==> config.mk <==
export PLATFORM = sky130hd
export DESIGN_NAME = acc_ctrl
export DESIGN_NICKNAME = d
export VERILOG_FILES = /design/src/core/acc_pkg.sv /design/src/core/acc_ctrl.sv
export SDC_FILE = /design/constraint.sdc
export NUM_CORES = 1
export LEC_CHECK = 0
export BUFFER_PORTS_ARGS = -buffer_cell sky130_fd_sc_hd__buf_2
export CAP_MARGIN = 0
export CORE_ASPECT_RATIO = 0.75
export CORE_MARGIN = 2
export CORE_UTILIZATION = 40
export CTS_BUF_LIST = sky130_fd_sc_hd__clkbuf_2
export CTS_CLUSTER_SIZE = 40
export DETAILED_ROUTE_END_ITERATION = 7
export PLACE_DENSITY = 0.85
export SLEW_MARGIN = 20
export SYNTH_ARGS = -nofsm -noshare
export SYNTH_HDL_FRONTEND = slang
export SYNTH_SLANG_ARGS = --single-unit
==> constraint.sdc <==
create_clock -name core_clk -period 6.2 [get_ports core_clk]
set_clock_uncertainty 0.1 [all_clocks]
set_input_delay 1.86 -clock core_clk [delete_from_list [all_inputs] [get_ports core_clk]]
set_output_delay 1.86 -clock core_clk [all_outputs]
set_load 0.05 [all_outputs]
==> src/core/acc_pkg.sv <==
package acc_pkg;
  // Number of calling units served
  localparam int UNIT_COUNT = 10;
  localparam int UNIT_SEL_W = 4;
  // Digit bus
  localparam int DIGIT_W = 4;
  localparam logic [3:0] END_OF_NUMBER_CODE = 4'hC;
  localparam logic [3:0] DIGIT_RST = 4'h0;
  typedef enum logic [1:0] {
    ACC_IDLE = 2'b00,
    ACC_WAIT_REQ = 2'b01,
    ACC_PRESENT = 2'b10,
    ACC_HOLD = 2'b11
  } acc_state_type;
endpackage

==> src/core/acc_ctrl.sv <==
`timescale 1ns/1ns
module acc_ctrl #(
  parameter int UNITS = acc_pkg::UNIT_COUNT
) (
  // Clock and reset
  input wire logic core_clk,
  input wire logic sys_rst,
  // Program side
  input wire logic [acc_pkg::UNIT_SEL_W-1:0] unit_sel,
  input wire logic call_start,
  input wire logic call_drop,
  input wire logic digit_load,
  input wire logic [acc_pkg::DIGIT_W-1:0] digit_in,
  input wire logic end_of_number,
  input wire logic end_mode,
  output logic digit_accept,
  output logic unit_ready,
  output logic digit_wanted,
  output logic abandon_flag,
  output logic modem_ready,
  output logic call_busy,
  // Calling unit side
  input wire logic [UNITS-1:0] unit_powered,
  input wire logic [UNITS-1:0] line_occupied,
  input wire logic [UNITS-1:0] abandon_retry,
  input wire logic [UNITS-1:0] modem_on_line,
  input wire logic [UNITS-1:0] next_digit_request,
  output logic [UNITS-1:0] digit_valid,
  output logic [UNITS-1:0] go_off_hook_request,
  output logic [UNITS-1:0] digit_bit0,
  output logic [UNITS-1:0] digit_bit1,
  output logic [UNITS-1:0] digit_bit2,
  output logic [UNITS-1:0] digit_bit3
);

  // ************************************************
  // Call state
  // ************************************************
  acc_pkg::acc_state_type state_q, state_d;
  logic [acc_pkg::UNIT_SEL_W-1:0] unit_q, unit_d;
  logic [acc_pkg::DIGIT_W-1:0] digit_q, digit_d;
  logic valid_q, valid_d;
  logic hook_q, hook_d;
  logic sel_ok;
  logic cur_ready;
  logic cur_req;

  function automatic logic pick(input logic [UNITS-1:0] v, input logic [acc_pkg::UNIT_SEL_W-1:0] i);
    pick = v[i];
  endfunction

  assign sel_ok = (unit_sel < acc_pkg::UNIT_SEL_W'(UNITS));
  assign cur_ready = sel_ok && pick(unit_powered, unit_sel) && !pick(line_occupied, unit_sel);
  assign cur_req = pick(next_digit_request, unit_q);
  assign digit_accept = (state_q == acc_pkg::ACC_WAIT_REQ) && cur_req && !call_drop;

  always_comb begin
    state_d = state_q;
    unit_d = unit_q;
    digit_d = digit_q;
    valid_d = valid_q;
    hook_d = hook_q;
    unique case (state_q)
      acc_pkg::ACC_IDLE: begin
        if (call_start && cur_ready) begin
          unit_d = unit_sel;
          hook_d = 1'b1;
          state_d = acc_pkg::ACC_WAIT_REQ;
        end
      end
      acc_pkg::ACC_WAIT_REQ: begin
        if (digit_load && cur_req) begin
          // Digit placed one cycle before valid rises so it is settled
          // In answer mode the unit listens for the answer, so no end code goes out
          digit_d = (end_of_number && end_mode) ? acc_pkg::END_OF_NUMBER_CODE : digit_in;
          state_d = acc_pkg::ACC_PRESENT;
        end
      end
      acc_pkg::ACC_PRESENT: begin
        valid_d = 1'b1;
        state_d = acc_pkg::ACC_HOLD;
      end
      acc_pkg::ACC_HOLD: begin
        if (!cur_req) begin
          valid_d = 1'b0;
          state_d = acc_pkg::ACC_WAIT_REQ;
        end
      end
    endcase
    // Hanging up is only ever the program's choice, never the unit's
    if (call_drop) begin
      hook_d = 1'b0;
      valid_d = 1'b0;
      state_d = acc_pkg::ACC_IDLE;
    end
  end

  always_ff @(posedge core_clk) begin
    if (sys_rst) begin
      state_q <= acc_pkg::ACC_IDLE;
      unit_q <= '0;
      digit_q <= acc_pkg::DIGIT_RST;
      valid_q <= 1'b0;
      hook_q <= 1'b0;
    end else begin
      state_q <= state_d;
      unit_q <= unit_d;
      digit_q <= digit_d;
      valid_q <= valid_d;
      hook_q <= hook_d;
    end
  end

  // ************************************************
  // Lead fan-out
  // ************************************************
  always_comb begin
    for (int i = 0; i < UNITS; i++) begin
      digit_valid[i] = valid_q && (unit_q == acc_pkg::UNIT_SEL_W'(i));
      go_off_hook_request[i] = hook_q && (unit_q == acc_pkg::UNIT_SEL_W'(i));
      digit_bit0[i] = digit_q[0];
      digit_bit1[i] = digit_q[1];
      digit_bit2[i] = digit_q[2];
      digit_bit3[i] = digit_q[3];
    end
  end

  // ************************************************
  // Program status
  // ************************************************
  assign call_busy = hook_q;
  assign unit_ready = cur_ready;
  assign digit_wanted = hook_q && cur_req && (state_q == acc_pkg::ACC_WAIT_REQ);
  assign abandon_flag = hook_q && pick(abandon_retry, unit_q);
  assign modem_ready = hook_q && pick(modem_on_line, unit_q);

  // ************************************************
  // Checks: call setup and drop
  // ************************************************
  start_ready_a: assert property (@(posedge core_clk) disable iff (sys_rst)
    (state_q == acc_pkg::ACC_IDLE && call_start && cur_ready && !call_drop) |=> hook_q)
    else $error("call request not raised");

  start_refuse_a: assert property (@(posedge core_clk) disable iff (sys_rst)
    (state_q == acc_pkg::ACC_IDLE && call_start && !cur_ready && !call_drop) |=> !hook_q)
    else $error("call request raised without ready");

  ready_gate_a: assert property (@(posedge core_clk) disable iff (sys_rst)
    $rose(hook_q) |-> $past(cur_ready))
    else $error("call request without ready");

  ready_value_a: assert property (@(posedge core_clk) disable iff (sys_rst)
    unit_ready |-> (pick(unit_powered, unit_sel) && !pick(line_occupied, unit_sel)))
    else $error("ready without power or with line busy");

  hook_unit_a: assert property (@(posedge core_clk) disable iff (sys_rst)
    $onehot0(go_off_hook_request))
    else $error("call request on more than one unit");

  hook_match_a: assert property (@(posedge core_clk) disable iff (sys_rst)
    hook_q |-> (go_off_hook_request != '0))
    else $error("call request lead not driven");

  hook_hold_a: assert property (@(posedge core_clk) disable iff (sys_rst)
    (hook_q && !call_drop) |=> hook_q)
    else $error("call dropped without program");

  hook_drop_a: assert property (@(posedge core_clk) disable iff (sys_rst)
    $fell(hook_q) |-> ($past(call_drop) || $past(sys_rst)))
    else $error("call request fell without drop");

  drop_idle_a: assert property (@(posedge core_clk) disable iff (sys_rst)
    call_drop |=> (state_q == acc_pkg::ACC_IDLE && !hook_q && !valid_q))
    else $error("drop did not clear the call");

  call_active_a: assert property (@(posedge core_clk) disable iff (sys_rst)
    (state_q != acc_pkg::ACC_IDLE) |-> hook_q)
    else $error("digit exchange outside a call");

  // ************************************************
  // Checks: digit handshake
  // ************************************************
  valid_after_a: assert property (@(posedge core_clk) disable iff (sys_rst)
    (digit_load && digit_accept) |=> ##1 valid_q)
    else $error("valid not raised two cycles after load");

  valid_rise_a: assert property (@(posedge core_clk) disable iff (sys_rst)
    $rose(valid_q) |-> $stable(digit_q))
    else $error("digit changed as valid rose");

  load_refuse_a: assert property (@(posedge core_clk) disable iff (sys_rst)
    (digit_load && !digit_accept && state_q == acc_pkg::ACC_WAIT_REQ && !call_drop) |=>
    (state_q == acc_pkg::ACC_WAIT_REQ && $stable(digit_q)))
    else $error("digit taken without request");

  digit_load_a: assert property (@(posedge core_clk) disable iff (sys_rst)
    (digit_load && digit_accept && !(end_of_number && end_mode)) |=> (digit_q == $past(digit_in)))
    else $error("loaded digit not presented");

  eon_code_a: assert property (@(posedge core_clk) disable iff (sys_rst)
    (digit_load && digit_accept && end_of_number && end_mode) |=> (digit_q == acc_pkg::END_OF_NUMBER_CODE))
    else $error("end code not presented");

  valid_state_a: assert property (@(posedge core_clk) disable iff (sys_rst)
    valid_q |-> (state_q == acc_pkg::ACC_HOLD))
    else $error("valid outside the hold state");

  valid_hold_a: assert property (@(posedge core_clk) disable iff (sys_rst)
    (valid_q && cur_req && !call_drop) |=> valid_q)
    else $error("valid fell while request stood");

  valid_drop_a: assert property (@(posedge core_clk) disable iff (sys_rst)
    (state_q == acc_pkg::ACC_HOLD && !cur_req && !call_drop) |=> !valid_q)
    else $error("valid did not fall after request dropped");

  hold_return_a: assert property (@(posedge core_clk) disable iff (sys_rst)
    (state_q == acc_pkg::ACC_HOLD && !cur_req && !call_drop) |=> (state_q == acc_pkg::ACC_WAIT_REQ))
    else $error("no return to wait for next digit");

  digit_stable_a: assert property (@(posedge core_clk) disable iff (sys_rst)
    (valid_q && $past(valid_q)) |-> $stable(digit_q))
    else $error("digit changed while valid");

  leads_after_a: assert property (@(posedge core_clk) disable iff (sys_rst)
    (!valid_q && $past(valid_q) && !$past(sys_rst)) |-> $stable(digit_q))
    else $error("digit changed as valid fell");

  // ************************************************
  // Checks: lead fan-out
  // ************************************************
  valid_onehot_a: assert property (@(posedge core_clk) disable iff (sys_rst)
    $onehot0(digit_valid))
    else $error("valid on more than one unit");

  valid_unit_a: assert property (@(posedge core_clk) disable iff (sys_rst)
    ((digit_valid & ~go_off_hook_request) == '0))
    else $error("valid on a unit not called");

  lead_weight_a: assert property (@(posedge core_clk) disable iff (sys_rst)
    ({digit_bit3[0], digit_bit2[0], digit_bit1[0], digit_bit0[0]} == digit_q))
    else $error("digit leads misweighted");

  lead_bit0_a: assert property (@(posedge core_clk) disable iff (sys_rst)
    (digit_bit0 == {UNITS{digit_q[0]}}))
    else $error("digit lead of weight 1 wrong");

  lead_bit1_a: assert property (@(posedge core_clk) disable iff (sys_rst)
    (digit_bit1 == {UNITS{digit_q[1]}}))
    else $error("digit lead of weight 2 wrong");

  lead_bit2_a: assert property (@(posedge core_clk) disable iff (sys_rst)
    (digit_bit2 == {UNITS{digit_q[2]}}))
    else $error("digit lead of weight 4 wrong");

  lead_bit3_a: assert property (@(posedge core_clk) disable iff (sys_rst)
    (digit_bit3 == {UNITS{digit_q[3]}}))
    else $error("digit lead of weight 8 wrong");

  // ************************************************
  // Checks: program status
  // ************************************************
  abandon_seen_a: assert property (@(posedge core_clk) disable iff (sys_rst)
    (hook_q && |(abandon_retry & go_off_hook_request)) |-> abandon_flag)
    else $error("abandon not reported");

  wanted_value_a: assert property (@(posedge core_clk) disable iff (sys_rst)
    (digit_wanted && !call_drop) |-> digit_accept)
    else $error("digit wanted but not accepted");

  busy_value_a: assert property (@(posedge core_clk) disable iff (sys_rst)
    call_busy == (go_off_hook_request != '0))
    else $error("busy status disagrees with call request");

  modem_seen_a: assert property (@(posedge core_clk) disable iff (sys_rst)
    (hook_q && |(modem_on_line & go_off_hook_request)) |-> modem_ready)
    else $error("modem status not reported");

  status_idle_a: assert property (@(posedge core_clk) disable iff (sys_rst)
    !hook_q |-> (!modem_ready && !abandon_flag && !digit_wanted))
    else $error("status shown without a call");
endmodule

# Yosys cells after proc, flatten, opt, wreduce, memory -nomap -nowiden
# Cells that the tools add are included.
dict set report totals {
  ff_bits 12
  out_inout_bits 66
  elab_cells 81
}
dict set report op_classes {
  n_lt_le_gt_ge 3
  eq_ne 15
  muxes 17
  reduce_logical 41
}
# cell n
set op_table {}
lappend op_table {{logical AND 1 bit} 31}
lappend op_table {{binary-select mux 1 bit (select 4 bit)} 5}
lappend op_table {{equality test 4 x 3 -> 1 bit (second input constant)} 4}
lappend op_table {{< comparator 4 x 5 -> 1 bit (second input constant)} 2}
lappend op_table {{equality test 4 x 2 -> 1 bit (second input constant)} 2}
lappend op_table {{equality test 4 bit (second input constant)} 2}
lappend op_table {{one-hot mux 2 bit (4 select lines)} 1}
lappend op_table {{2-to-1 mux 1 bit} 6}
lappend op_table {{2-to-1 mux 2 bit} 3}
lappend op_table {{AND reduction 2 bit} 3}
lappend op_table {{equality test 2 bit (second input constant)} 2}
lappend op_table {{equality test 4 x 1 -> 1 bit (second input constant)} 1}
lappend op_table {{zero test 4 bit} 1}
lappend op_table {{< comparator 4 bit (second input constant)} 1}
lappend op_table {{2-to-1 mux 4 bit} 1}
lappend op_table {{!= test 2 bit (second input constant)} 2}
lappend op_table {{AND reduction 3 bit} 1}
lappend op_table {{equality test 2 x 1 -> 1 bit (second input constant)} 1}
lappend op_table {{zero test 1 bit} 2}
lappend op_table {{zero test 2 bit} 1}
lappend op_table {{!= test 2 x 1 -> 1 bit (second input constant)} 1}
lappend op_table {{one-hot mux 1 bit (2 select lines)} 1}
lappend op_table {{nonzero test 2 bit} 1}
lappend op_table {{OR reduction 2 bit} 1}

# Depth between registers and ports, before layout
# Gate-level depths: netlist (run 1).
dict set report depth {
  ltp_word 7
  depth_mapped 7
  ltp_nobuf 6
}

# Worst setup path before layout (run 1)
# Ideal clock, no wire load.
dict set report synth_timing {
  path_kind {input -> output}
  from {input port unit_sel[0] (netlist bit)}
  to {output port unit_ready}
  arrival_time_ns 3.249
  required_time_ns 4.240
  path_slack_ns 0.991
  path_stages 5
  path_buffers 1
  cell_sequence {buf_2 mux2_1 a221oi_2 a21o_1 and2_1}
}
dict set report synth_between {
  elab_chain_len 4
}
# element line
set synth_rtl {}
lappend synth_rtl {{start, declared} acc_ctrl.sv:9} ;# input wire logic [acc_pkg::UNIT_SEL_W-1:0] unit_sel,
lappend synth_rtl {{binary-select mux 1 bit (select 4 bit)} acc_ctrl.sv:49} ;# pick = v[i];
lappend synth_rtl {{2-to-1 mux 1 bit (not written as such)} acc_ctrl.sv:49}
lappend synth_rtl {{logical AND 1 bit or zero test 1 bit (tied branches)} acc_ctrl.sv:53} ;# assign cur_ready = sel_ok && pick(unit_powered, unit_sel) && !pick(line_occupied, unit_sel);
lappend synth_rtl {{logical AND 1 bit (*)} acc_ctrl.sv:53}
lappend synth_rtl {{end, declared} acc_ctrl.sv:17} ;# output logic unit_ready,
# Every way passes the cells marked *; elsewhere a longest branch is shown, timed or not. The select of a mux whose other input is x is not followed.

# Final worst setup path (run 1)
# Ends and elaborated chain as after synthesis.

==> impl_results.md, run 1 <==
* RSZ-0062 raised after global routing: no
* Unique masters post-synth at 41
* Ant diodes at 0
* Worst r2r path cells at 6
* Final Max Tran Viols at 0
* Avg Cell Area, Syn at slightly above 8 um2
* Top Ports at between 100 and 150
* Ratio of cells with drive above 1 in the final layout at between 50% and 60%
* Leak Pwr at ~1.1 nW
* Crit. End Element: output port
* Post-Syn Instances at between 150 and 200
* Initial antenna violation count at 0
* Final ANT Viol Nets at 0
* Non-Filler Instances at between 300 and 400
* Fraction of registers with async set or reset after synthesis at 0%
* Detailed-route DRC error count at 0
* DR WL/cell at roughly 12 um
* Post-synth EDFFs at 0
* Class of the worst hold path: flip-flop to flip-flop
* Hold_buf cts at 0
* Fillers at ~310
* GPL Wtd Cong at approximately 0.85
* FP Rows at 18
* CP cell instances: buf_2 > mux4_2 > nand2b_1 > a32o_1 > and2_1 > buf_2
* Final WL at about 3700 um
* CP Class: input pin to output port
* Placed instance count at 305
* First-pass GRT wire length at 5816 um
* WP data arrival at ~3.3 ns
* MaxCap Viol Count at 0
* Ys flop type: dfxtp_1
* CTS Buffer Depth at 2
* Die extent in y at between 50 and 60 um
* Storage cell area at between 200 and 250 um2
* CP max stage cell: mux4_2
* Worst VDD drop at around 0.047 mV
* DIE WIDTH at between 70 and 80 um
* Status: finished, final reports clean
* Most used cell, CP: buf_2
* TritonCTS clock tree: built
* Vias per cell at roughly 4.9
* Die area at a little over 4000 um2
* Iteration-0 DRC Markers at between 60 and 70
* Post-CTS Resized at 0
* CTS H-tree lvls at 1
* Period utilization at a little under nine tenths
* Root Buffer: clkbuf_2
* Most frequent cells in the layout: buf_2 (130), nor2_1 (32), nand2_1 (16)
* Max transition margin at ~56%
* Area grow syn2layout at 28.33%
* Vias in the first global route at approximately 1300
* PD cells at 100.3 nW/um2
* Vias at around 1500
* Remaining Overflow, GRT at 0
* Starting density of the core at between 40% and 50%
* Netlist Area Pre-Place at approximately 1500 um2
* Seq/Total Area, Yosys at roughly 16%
* Clk sinks at 12
* Yosys reg bits at 12
* Critical path's largest stage delay at between 0.5 and 0.6 ns
* Skew-Pair Late Insertion Delay at 0.27 ns
* Reg clk slew, reported paths at 0.11 ns
* Tot GR Track Use at 17.55%
* Core ar. at ~3400 um2
* Area occupied by multi-input gates at about 900 um2
* Post-layout min period at between 5 and 6 ns
* Hold path cells at 2
* Endpoints failing setup at 0
* Port bufs at 130
* Yosys warning total at 0
* Num CTS Buffers at 3
* Worst-path maximum fanout at 9
* Worst EP required at 4.24 ns
* Setup TNS at 0 ns
* Final hold violation count at 0
* Pre-Repair DR Iteration Count at 4
* Largest net degree at the start of global routing at 15
* Synthesized netlist net count at between 200 and 250
* Layout Nets at 340
* Post-CTS setup buffer count at 0
* DP HPWL at around 3200 um
* Element type at the critical path start: input pin
* Slew @ Worst Pin at 0.6660 ns
* Max frequency at 188.6 MHz
* Commonest non-fill, non-tap cell in the layout: buf_2
per-layer routing:
layer | vias up | track usage, % | part of all wire (%)
li1 | 760 | - | -
met1 | 685 | 22.14 | 44
met2 | 73 | 30.87 | 48
met3 | 6 | 5.027 | 7.9
met4 | 0 | 1.039 | 0.62
met5 | - | 0 | 0
area by class of cell:
cell class / count / share of cell area, %
Multi-Input combinational cell: 118 / 47.89
Timing Repair Buffer: 130 / 34.78
Sequential cell: 12 / 12.84
Tap cell: 40 / 2.676
Inverter: 5 / 1.003
Clock buffer: 3 / 0.8027
where the power goes:
group | total [mW] | switching [mW] | internal [mW]
Sequential | 0.0812 | 0.00293 | 0.0783
Combinational | 0.0668 | 0.0330 | 0.0338
Clock | 0.0397 | 0.0265 | 0.0132
Total | 0.188 | 0.0624 | 0.125
cells in the mapped netlist, drive strengths merged, types with 3 or more instances:
library cell / count / area (um2)
buf: 39 / 291.5
nand2b: 4 / 25.02
nand2: 16 / 60.06
nor2: 32 / 120.1
mux4: 8 / 187.7
mux2i: 12 / 120.1
o21ai: 3 / 18.77
ha: 5 / 62.56
a21boi: 4 / 30.02
nor2b: 3 / 18.77
inv: 5 / 18.77
clkbuf: 3 / 11.26
mux2: 3 / 33.78
or2: 3 / 18.77
dfxtp: 12 / 240.2
state kept, by name (all words and copies together) (netlist names):
| register | count |
|---|---|
| call_busy | 1 |
| digit_q | 4 |
| state_q | 2 |
| unit_q | 4 |
| valid_q | 1 |
final timing paths:
check	from	to	slack [ns]
setup / recovery	unit_sel[0]	unit_ready	0.90
hold / removal	digit_q[1]$_SDFFE_PP0P_	digit_q[1]$_SDFFE_PP0P_	0.45
setup reg to reg	unit_q[0]$_SDFFE_PP0P_	state_q[0]$_SDFFE_PP0P_	3.67
hold reg to reg	digit_q[1]$_SDFFE_PP0P_	digit_q[1]$_SDFFE_PP0P_	0.45
metrics by stage:
stage / hold slack (ns) / utilization, % / cell area [um2] / setup WS [ns] / power, mW
after global placement: 0.4188 / 54.93 / 1856 / 0.9140 / 0.1487
after detailed placement: 0.4383 / 54.93 / 1856 / 0.8987 / 0.1498
after floorplan: 0.3821 / - / 1458 / 0.9912 / 0.1255
after CTS: 0.4564 / 55.37 / 1871 / 0.8891 / 0.1904
after global routing: 0.5020 / 55.37 / 1871 / 0.8167 / 0.1986
final: 0.4529 / 55.37 / 1871 / 0.8964 / 0.1877
critical path, delay by kind of cell:
kind / cells / cell delay [ns]
compound gates: 1 / 0.24
buf+inv: 2 / 0.42
simple gates: 2 / 0.29
mux: 1 / 0.53
cell families (layout without fill, tap and decap cells):
kind of cell	Yosys count	in the layout	share of synthesized area [%]
buffers and inverters	47	138	22.06
multiplexers	23	23	23.43
AO/OA/AOI/OAI	23	23	13.05
adder cells (fa/ha/maj)	5	5	4.292
flip-flops	12	12	16.48
AND/OR/NAND/NOR	67	67	20.69
No activity file was read; power rests on OpenSTA's default activity.
==> inputs of run 2 (changes only) <==
--- a/config.mk
+++ b/config.mk
@@ -9,11 +9,11 @@
 export CAP_MARGIN = 0
 export CORE_ASPECT_RATIO = 0.75
 export CORE_MARGIN = 2
-export CORE_UTILIZATION = 40
+export CORE_UTILIZATION = 39
 export CTS_BUF_LIST = sky130_fd_sc_hd__clkbuf_2
 export CTS_CLUSTER_SIZE = 40
 export DETAILED_ROUTE_END_ITERATION = 7
-export PLACE_DENSITY = 0.85
+export PLACE_DENSITY = 0.83
 export SLEW_MARGIN = 20
 export SYNTH_ARGS = -nofsm -noshare
 export SYNTH_HDL_FRONTEND = slang
==> constraint.sdc (replaced) <==
create_clock -name core_clk -period 5.6 [get_ports core_clk]
set_clock_uncertainty 0.1 [all_clocks]
set_input_delay 1.68 -clock core_clk [delete_from_list [all_inputs] [get_ports core_clk]]
set_output_delay 1.68 -clock core_clk [all_outputs]
set_load 0.05 [all_outputs]
==> impl_results.md, run 2 (same netlist as run 1, synthesis figures left out) <==
* Status: finished, final reports clean
* Endpoints failing setup at 0 (unchanged)
* Largest net degree at the start of global routing at 15 (unchanged)
* Hold_buf cts at 0 (unchanged)
* Root Buffer: clkbuf_2
* WP data arrival at 3.16 ns (-0.18 ns)
* Leak Pwr at 1.057 nW (unchanged)
* GPL Wtd Cong at 0.8751 (+2.9%)
* Element type at the critical path start: input pin
* Top Registers: digit_q (4), unit_q (4), state_q (2)
* RSZ-0062 raised after global routing: no
* TritonCTS clock tree: built
* Final hold violation count at 0 (unchanged)
* Port bufs at 130 (unchanged)
* Pre-Repair DR Iteration Count at 4 (unchanged)
* Area grow syn2layout at 29.36%
* CTS Buffer Depth at 2 (unchanged)
* Slew @ Worst Pin at 0.6687 ns (+0.002676 ns)
* MaxCap Viol Count at 0 (unchanged)
* Top Ports at 131 (unchanged)
* Most frequent cells in the layout: buf_2 (130), nor2_1 (32), nand2_1 (16)
* Vias at 1515 (-0.59%)
* Ratio of cells with drive above 1 in the final layout at 55.22% (unchanged)
* Setup TNS at 0 ns (unchanged)
* Final Core Density at 52.18% (-3.2 points)
* Commonest non-fill, non-tap cell in the layout: buf_2
* Worst EP required at 3.82 ns (-0.42 ns)
* Die extent in y at 56.95 um (+1.2%)
* Starting density of the core at 40.34% (-2.8 points)
* DR WL/cell at 11.11 um (-7.1%)
* FP Rows at 19 (+1)
* Class of the worst hold path: flip-flop to flip-flop
* Num CTS Buffers at 3 (unchanged)
* Worst-path maximum fanout at 9 (unchanged)
* Die area at 4248 um2 (+2.4%)
* Iteration-0 DRC Markers at 42 (-34%)
* Remaining Overflow, GRT at 0 (unchanged)
* Clk sinks at 12 (unchanged)
* Post-layout min period at 4.940 ns
* Final WL at 3556 um (-3.5%)
* Area occupied by multi-input gates at 895.9 um2 (unchanged)
* Core ar. at 3613 um2 (+7.0%)
* Post-CTS Resized at 0 (unchanged)
* CP Class: input pin to output port
* Initial antenna violation count at 0 (unchanged)
* Crit. End Element: output port
* DP HPWL at 3037 um (-3.6%)
* Layout Nets at 340 (unchanged)
* Vias in the first global route at 1323 (+1.2%)
* PD cells at 109.1 nW/um2 (+8.7%)
* Storage cell area at 240.2 um2 (unchanged)
* DIE WIDTH at 74.60 um (+1.2%)
* Final setup margin at 0.6603 ns (-0.2361 ns)
* Vias per cell at 4.734 (-4.3%)
* Period utilization at roughly nine tenths
* Fillers at 361 (+16%)
* Skew-Pair Late Insertion Delay at 0.26 ns (about the same)
* Post-CTS setup buffer count at 0 (unchanged)
* CTS H-tree lvls at 1 (unchanged)
* Setup WS pre-CTS at 0.6633 ns (-0.2354 ns)
* Max frequency at about 200 MHz
* Final ANT Viol Nets at 0 (unchanged)
* First-pass GRT wire length at 5699 um (-2.0%)
* Detailed-route DRC error count at 0 (unchanged)
* Tot GR Track Use at 16.84% (-0.71 points)
* Final Max Tran Viols at 0 (unchanged)
* Reg clk slew, reported paths at 0.11 ns (about the same)
* Max transition margin at 55.36% (-0.18 points)
* Ant diodes at 0 (unchanged)
* Worst VDD drop at 0.05084 mV (+9.1%)
[run 2: layout make-up]
cell class / instances / area share (%)
Multi-Input combinational cell: 118 / 47.51
Timing Repair Buffer: 130 / 34.51
Sequential cell: 12 / 12.74
Tap cell: 52 / 3.451
Inverter: 5 / 0.9954
Clock buffer: 3 / 0.7963
[run 2: layer usage]
layer / up-vias / global-route usage [%] / routed length, um
li1: 766 / - / -
met1: 679 / 20.62 / 1480
met2: 70 / 30.09 / 1748
met3: 0 / 5.477 / 328
met4: 0 / 1.276 / 0
met5: - / 0 / 0
[run 2: through the flow]
| step | std cells | power, mW | area, um2 | hold slack [ns] |
|---|---|---|---|---|
| after CTS | 320 | 0.2087 | 1886 | 0.4289 |
| after detailed placement | 317 | 0.1661 | 1871 | 0.4122 |
| after global routing | 320 | 0.2199 | 1886 | 0.4824 |
| after floorplan | 177 | 0.1390 | 1458 | 0.3821 |
| final | 320 | 0.2057 | 1886 | 0.4300 |
| after global placement | 317 | 0.1648 | 1871 | 0.4092 |
[run 2: worst max-delay path, stage by stage]
cell and delay, ns:
buf_2 0.21, mux4_2 0.53, nand2b_1 0.16, a32o_1 0.23, and2_1 0.14, buf_2 0.20
[run 2: power by group]
group | switching [mW] | leakage [nW] | total [mW] | internal (mW)
Sequential | 0.00329 | 0.0968 | 0.0899 | 0.0866
Clock | 0.0272 | 0.0125 | 0.0418 | 0.0146
Combinational | 0.0366 | 0.947 | 0.0740 | 0.0374
[run 2: worst paths after layout]
kind | slack (ns) | end | startpoint | cells past startpoint
min reg2reg | 0.43 | valid_q$_SDFFE_PP0P_ | valid_q$_SDFFE_PP0P_ | 2
max reg2reg | 3.06 | state_q[0]$_SDFFE_PP0P_ | unit_q[0]$_SDFFE_PP0P_ | 6
min | 0.43 | valid_q$_SDFFE_PP0P_ | valid_q$_SDFFE_PP0P_ | 2
max | 0.66 | unit_ready | unit_sel[0] | 6
==> inputs of run 3 (changes only) <==
--- a/config.mk
+++ b/config.mk
@@ -14,6 +14,7 @@
 export CTS_CLUSTER_SIZE = 40
 export DETAILED_ROUTE_END_ITERATION = 7
 export PLACE_DENSITY = 0.83
+export REMOVE_ABC_BUFFERS = 1
 export SLEW_MARGIN = 20
 export SYNTH_ARGS = -nofsm -noshare
 export SYNTH_HDL_FRONTEND = slang
==> impl_results.md, run 3 (same netlist as run 1, synthesis figures left out) <==
* Placed instance count at 317 (unchanged)
* Post-CTS Resized at 0 (unchanged)
* Root Buffer: clkbuf_2
* Layout Nets at 340 (unchanged)
* Non-Filler Instances at 321 (+0.31%)
* Iteration-0 DRC Markers at 42 (unchanged)
* Buf+Inv Stages, Crit Path at 2 (unchanged)
* Switch share at 33.43% (+0.84 points)
* Remaining Overflow, GRT at 0 (unchanged)
* Vias in the first global route at 1262 (-4.6%)
* Final WL at 3573 um (+0.48%)
* Element type at the critical path start: input pin
* CTS Buffer Depth at 2 (unchanged)
* Final hold violation count at 0 (unchanged)
* Detailed-route DRC error count at 0 (unchanged)
* Port bufs at 130 (unchanged)
* Worst-path maximum fanout at 9 (unchanged)
* MaxCap Viol Count at 0 (unchanged)
* Worst EP required at 3.82 ns (about the same)
* DIE WIDTH at 74.60 um (unchanged)
* Num CTS Buffers at 3 (unchanged)
* Skew-Pair Late Insertion Delay at 0.28 ns (+0.02 ns)
* Critical path's largest stage delay at 0.52 ns (about the same)
* Status: finished, final reports clean
* Reg clk slew, reported paths at 0.11 ns (about the same)
* Final setup margin at 0.6440 ns (-0.01632 ns)
* Vias at 1510 (-0.33%)
* Top Ports at 131 (unchanged)
* PD cells at 111.0 nW/um2 (+1.7%)
* CP cell instances: buf_2 > mux4_2 > nand2b_1 > a32o_1 > and2_1 > buf_2
* Ratio of cells with drive above 1 in the final layout at 55.02% (-0.21 points)
* Worst VDD drop at 0.07932 mV (+56%)
* Hold_buf cts at 0 (unchanged)
* Clk pwr share at 21.8% (+1.5 points)
* Cell-internal power at 0.1396 mW (+0.66%)
* Slew @ Worst Pin at 0.6734 ns (+0.004746 ns)
* Final ANT Viol Nets at 0 (unchanged)
* CP Class: input pin to output port
* Hold WS at 0.4489 ns (+0.01898 ns)
* Initial antenna violation count at 0 (unchanged)
* Largest net degree at the start of global routing at 15 (unchanged)
* Fillers at 361 (unchanged)
* Post-CTS setup buffer count at 0 (unchanged)
* Comb pwr share at 35.3% (-0.7 points)
* Post-layout min period at 4.956 ns (+0.01632 ns)
* Commonest non-fill, non-tap cell in the layout: buf_2
* Setup WS pre-CTS at 0.6484 ns (-0.01492 ns)
* DR WL/cell at 11.13 um (+0.17%)
* TritonCTS clock tree: built
* Die area at 4248 um2 (unchanged)
* CP delay by family, top: multiplexers
* CP max stage cell: mux4_2
* Starting density of the core at 40.34% (unchanged)
* Period utilization at 88.50% (+0.29 points)
* CTS H-tree lvls at 1 (unchanged)
* First-pass GRT wire length at 5437 um (-4.6%)
* Pre-Repair DR Iteration Count at 4 (unchanged)
* GPL Wtd Cong at 0.8467 (-3.2%)
* WP data arrival at 3.18 ns (+0.02 ns)
* Sw Pwr at 0.07009 mW (+4.5%)
* Final Core Density at 52.29% (+0.10 points)
* RSZ-0062 raised after global routing: no
* Core ar. at 3613 um2 (unchanged)
* Sequential share of power at 42.9% (-0.8 points)
* Area occupied by multi-input gates at 895.9 um2 (unchanged)
* Class of the worst hold path: flip-flop to flip-flop
* Vias per cell at 4.704 (-0.64%)
* Setup TNS at 0 ns (unchanged)
* Crit. End Element: output port
* Most used cell, CP: buf_2
* Clk sinks at 12 (unchanged)
* Die extent in y at 56.95 um (unchanged)
* Top Registers: digit_q (4), unit_q (4), state_q (2)
* DP HPWL at 3033 um (-0.14%)
* Storage cell area at 240.2 um2 (unchanged)
* Area grow syn2layout at 29.61%
* Max transition margin at 55.04% (-0.32 points)
* Tot GR Track Use at 16.62% (-0.23 points)
* Endpoints failing setup at 0 (unchanged)
* Ant diodes at 0 (unchanged)
* Leak Pwr at 1.058 nW (+0.15%)
* Max frequency at 201.8 MHz (-0.33%)
* Final Max Tran Viols at 0 (unchanged)
* FP Rows at 19 (unchanged)
* Most frequent cells in the layout: buf_2 (130), nor2_1 (32), nand2_1 (16)
[run 3: cell count changes in the layout (fill, tap and decap cells not counted)]
cell      before  now
clkinv_1       0    1
[run 3: routing by layer]
layer	global-route usage, %	routed length (um)
met3	3.710	300
met5	0	0
met1	18.74	1479
met4	6.633	45
met2	30.09	1747
[run 3: power groups by stage]
stage	registers (mW)	clock network, mW	logic, mW
final	0.0899	0.0457	0.0741
after global placement	0.0918	0	0.0725
after CTS	0.0900	0.0477	0.0745
after floorplan	0.0987	0	0.0348
after global routing	0.0905	0.0513	0.0809
after detailed placement	0.0919	0	0.0743
[run 3: cell type report]
class | count | area share [%]
clock buffer | 3 | 0.7947
clock inverter | 1 | 0.1987
inverter | 5 | 0.9934
multi-input combinational | 118 | 47.42
sequential | 12 | 12.72
tap | 52 | 3.444
timing repair buffer | 130 | 34.44
[run 3: tightest hold or removal path, cell delays in order, from the launching register on]
cell      delay (ns)
dfxtp_1         0.36
o21ai_0         0.08
a21boi_1        0.06
[run 3: metrics by stage]
| step | total power [mW] | cell area (um2) |
|---|---|---|
| floorplan | 0.1335 | 1155 |
| global placement | 0.1643 | 1871 |
| detailed placement | 0.1663 | 1871 |
| CTS | 0.2122 | 1889 |
| global route | 0.2226 | 1889 |
| finish | 0.2097 | 1889 |
[run 3: final timing paths]
| kind | start | endpoint | slack [ns] | depth (start not counted) |
|---|---|---|---|---|
| worst max-delay path | unit_sel[0] | unit_ready | 0.64 | 6 |
| worst min-delay path | state_q[0]$_SDFFE_PP0P_ | state_q[0]$_SDFFE_PP0P_ | 0.45 | 2 |
| worst max register to register | unit_q[0]$_SDFFE_PP0P_ | state_q[0]$_SDFFE_PP0P_ | 2.98 | 6 |
| worst min register to register | state_q[0]$_SDFFE_PP0P_ | state_q[0]$_SDFFE_PP0P_ | 0.45 | 2 |
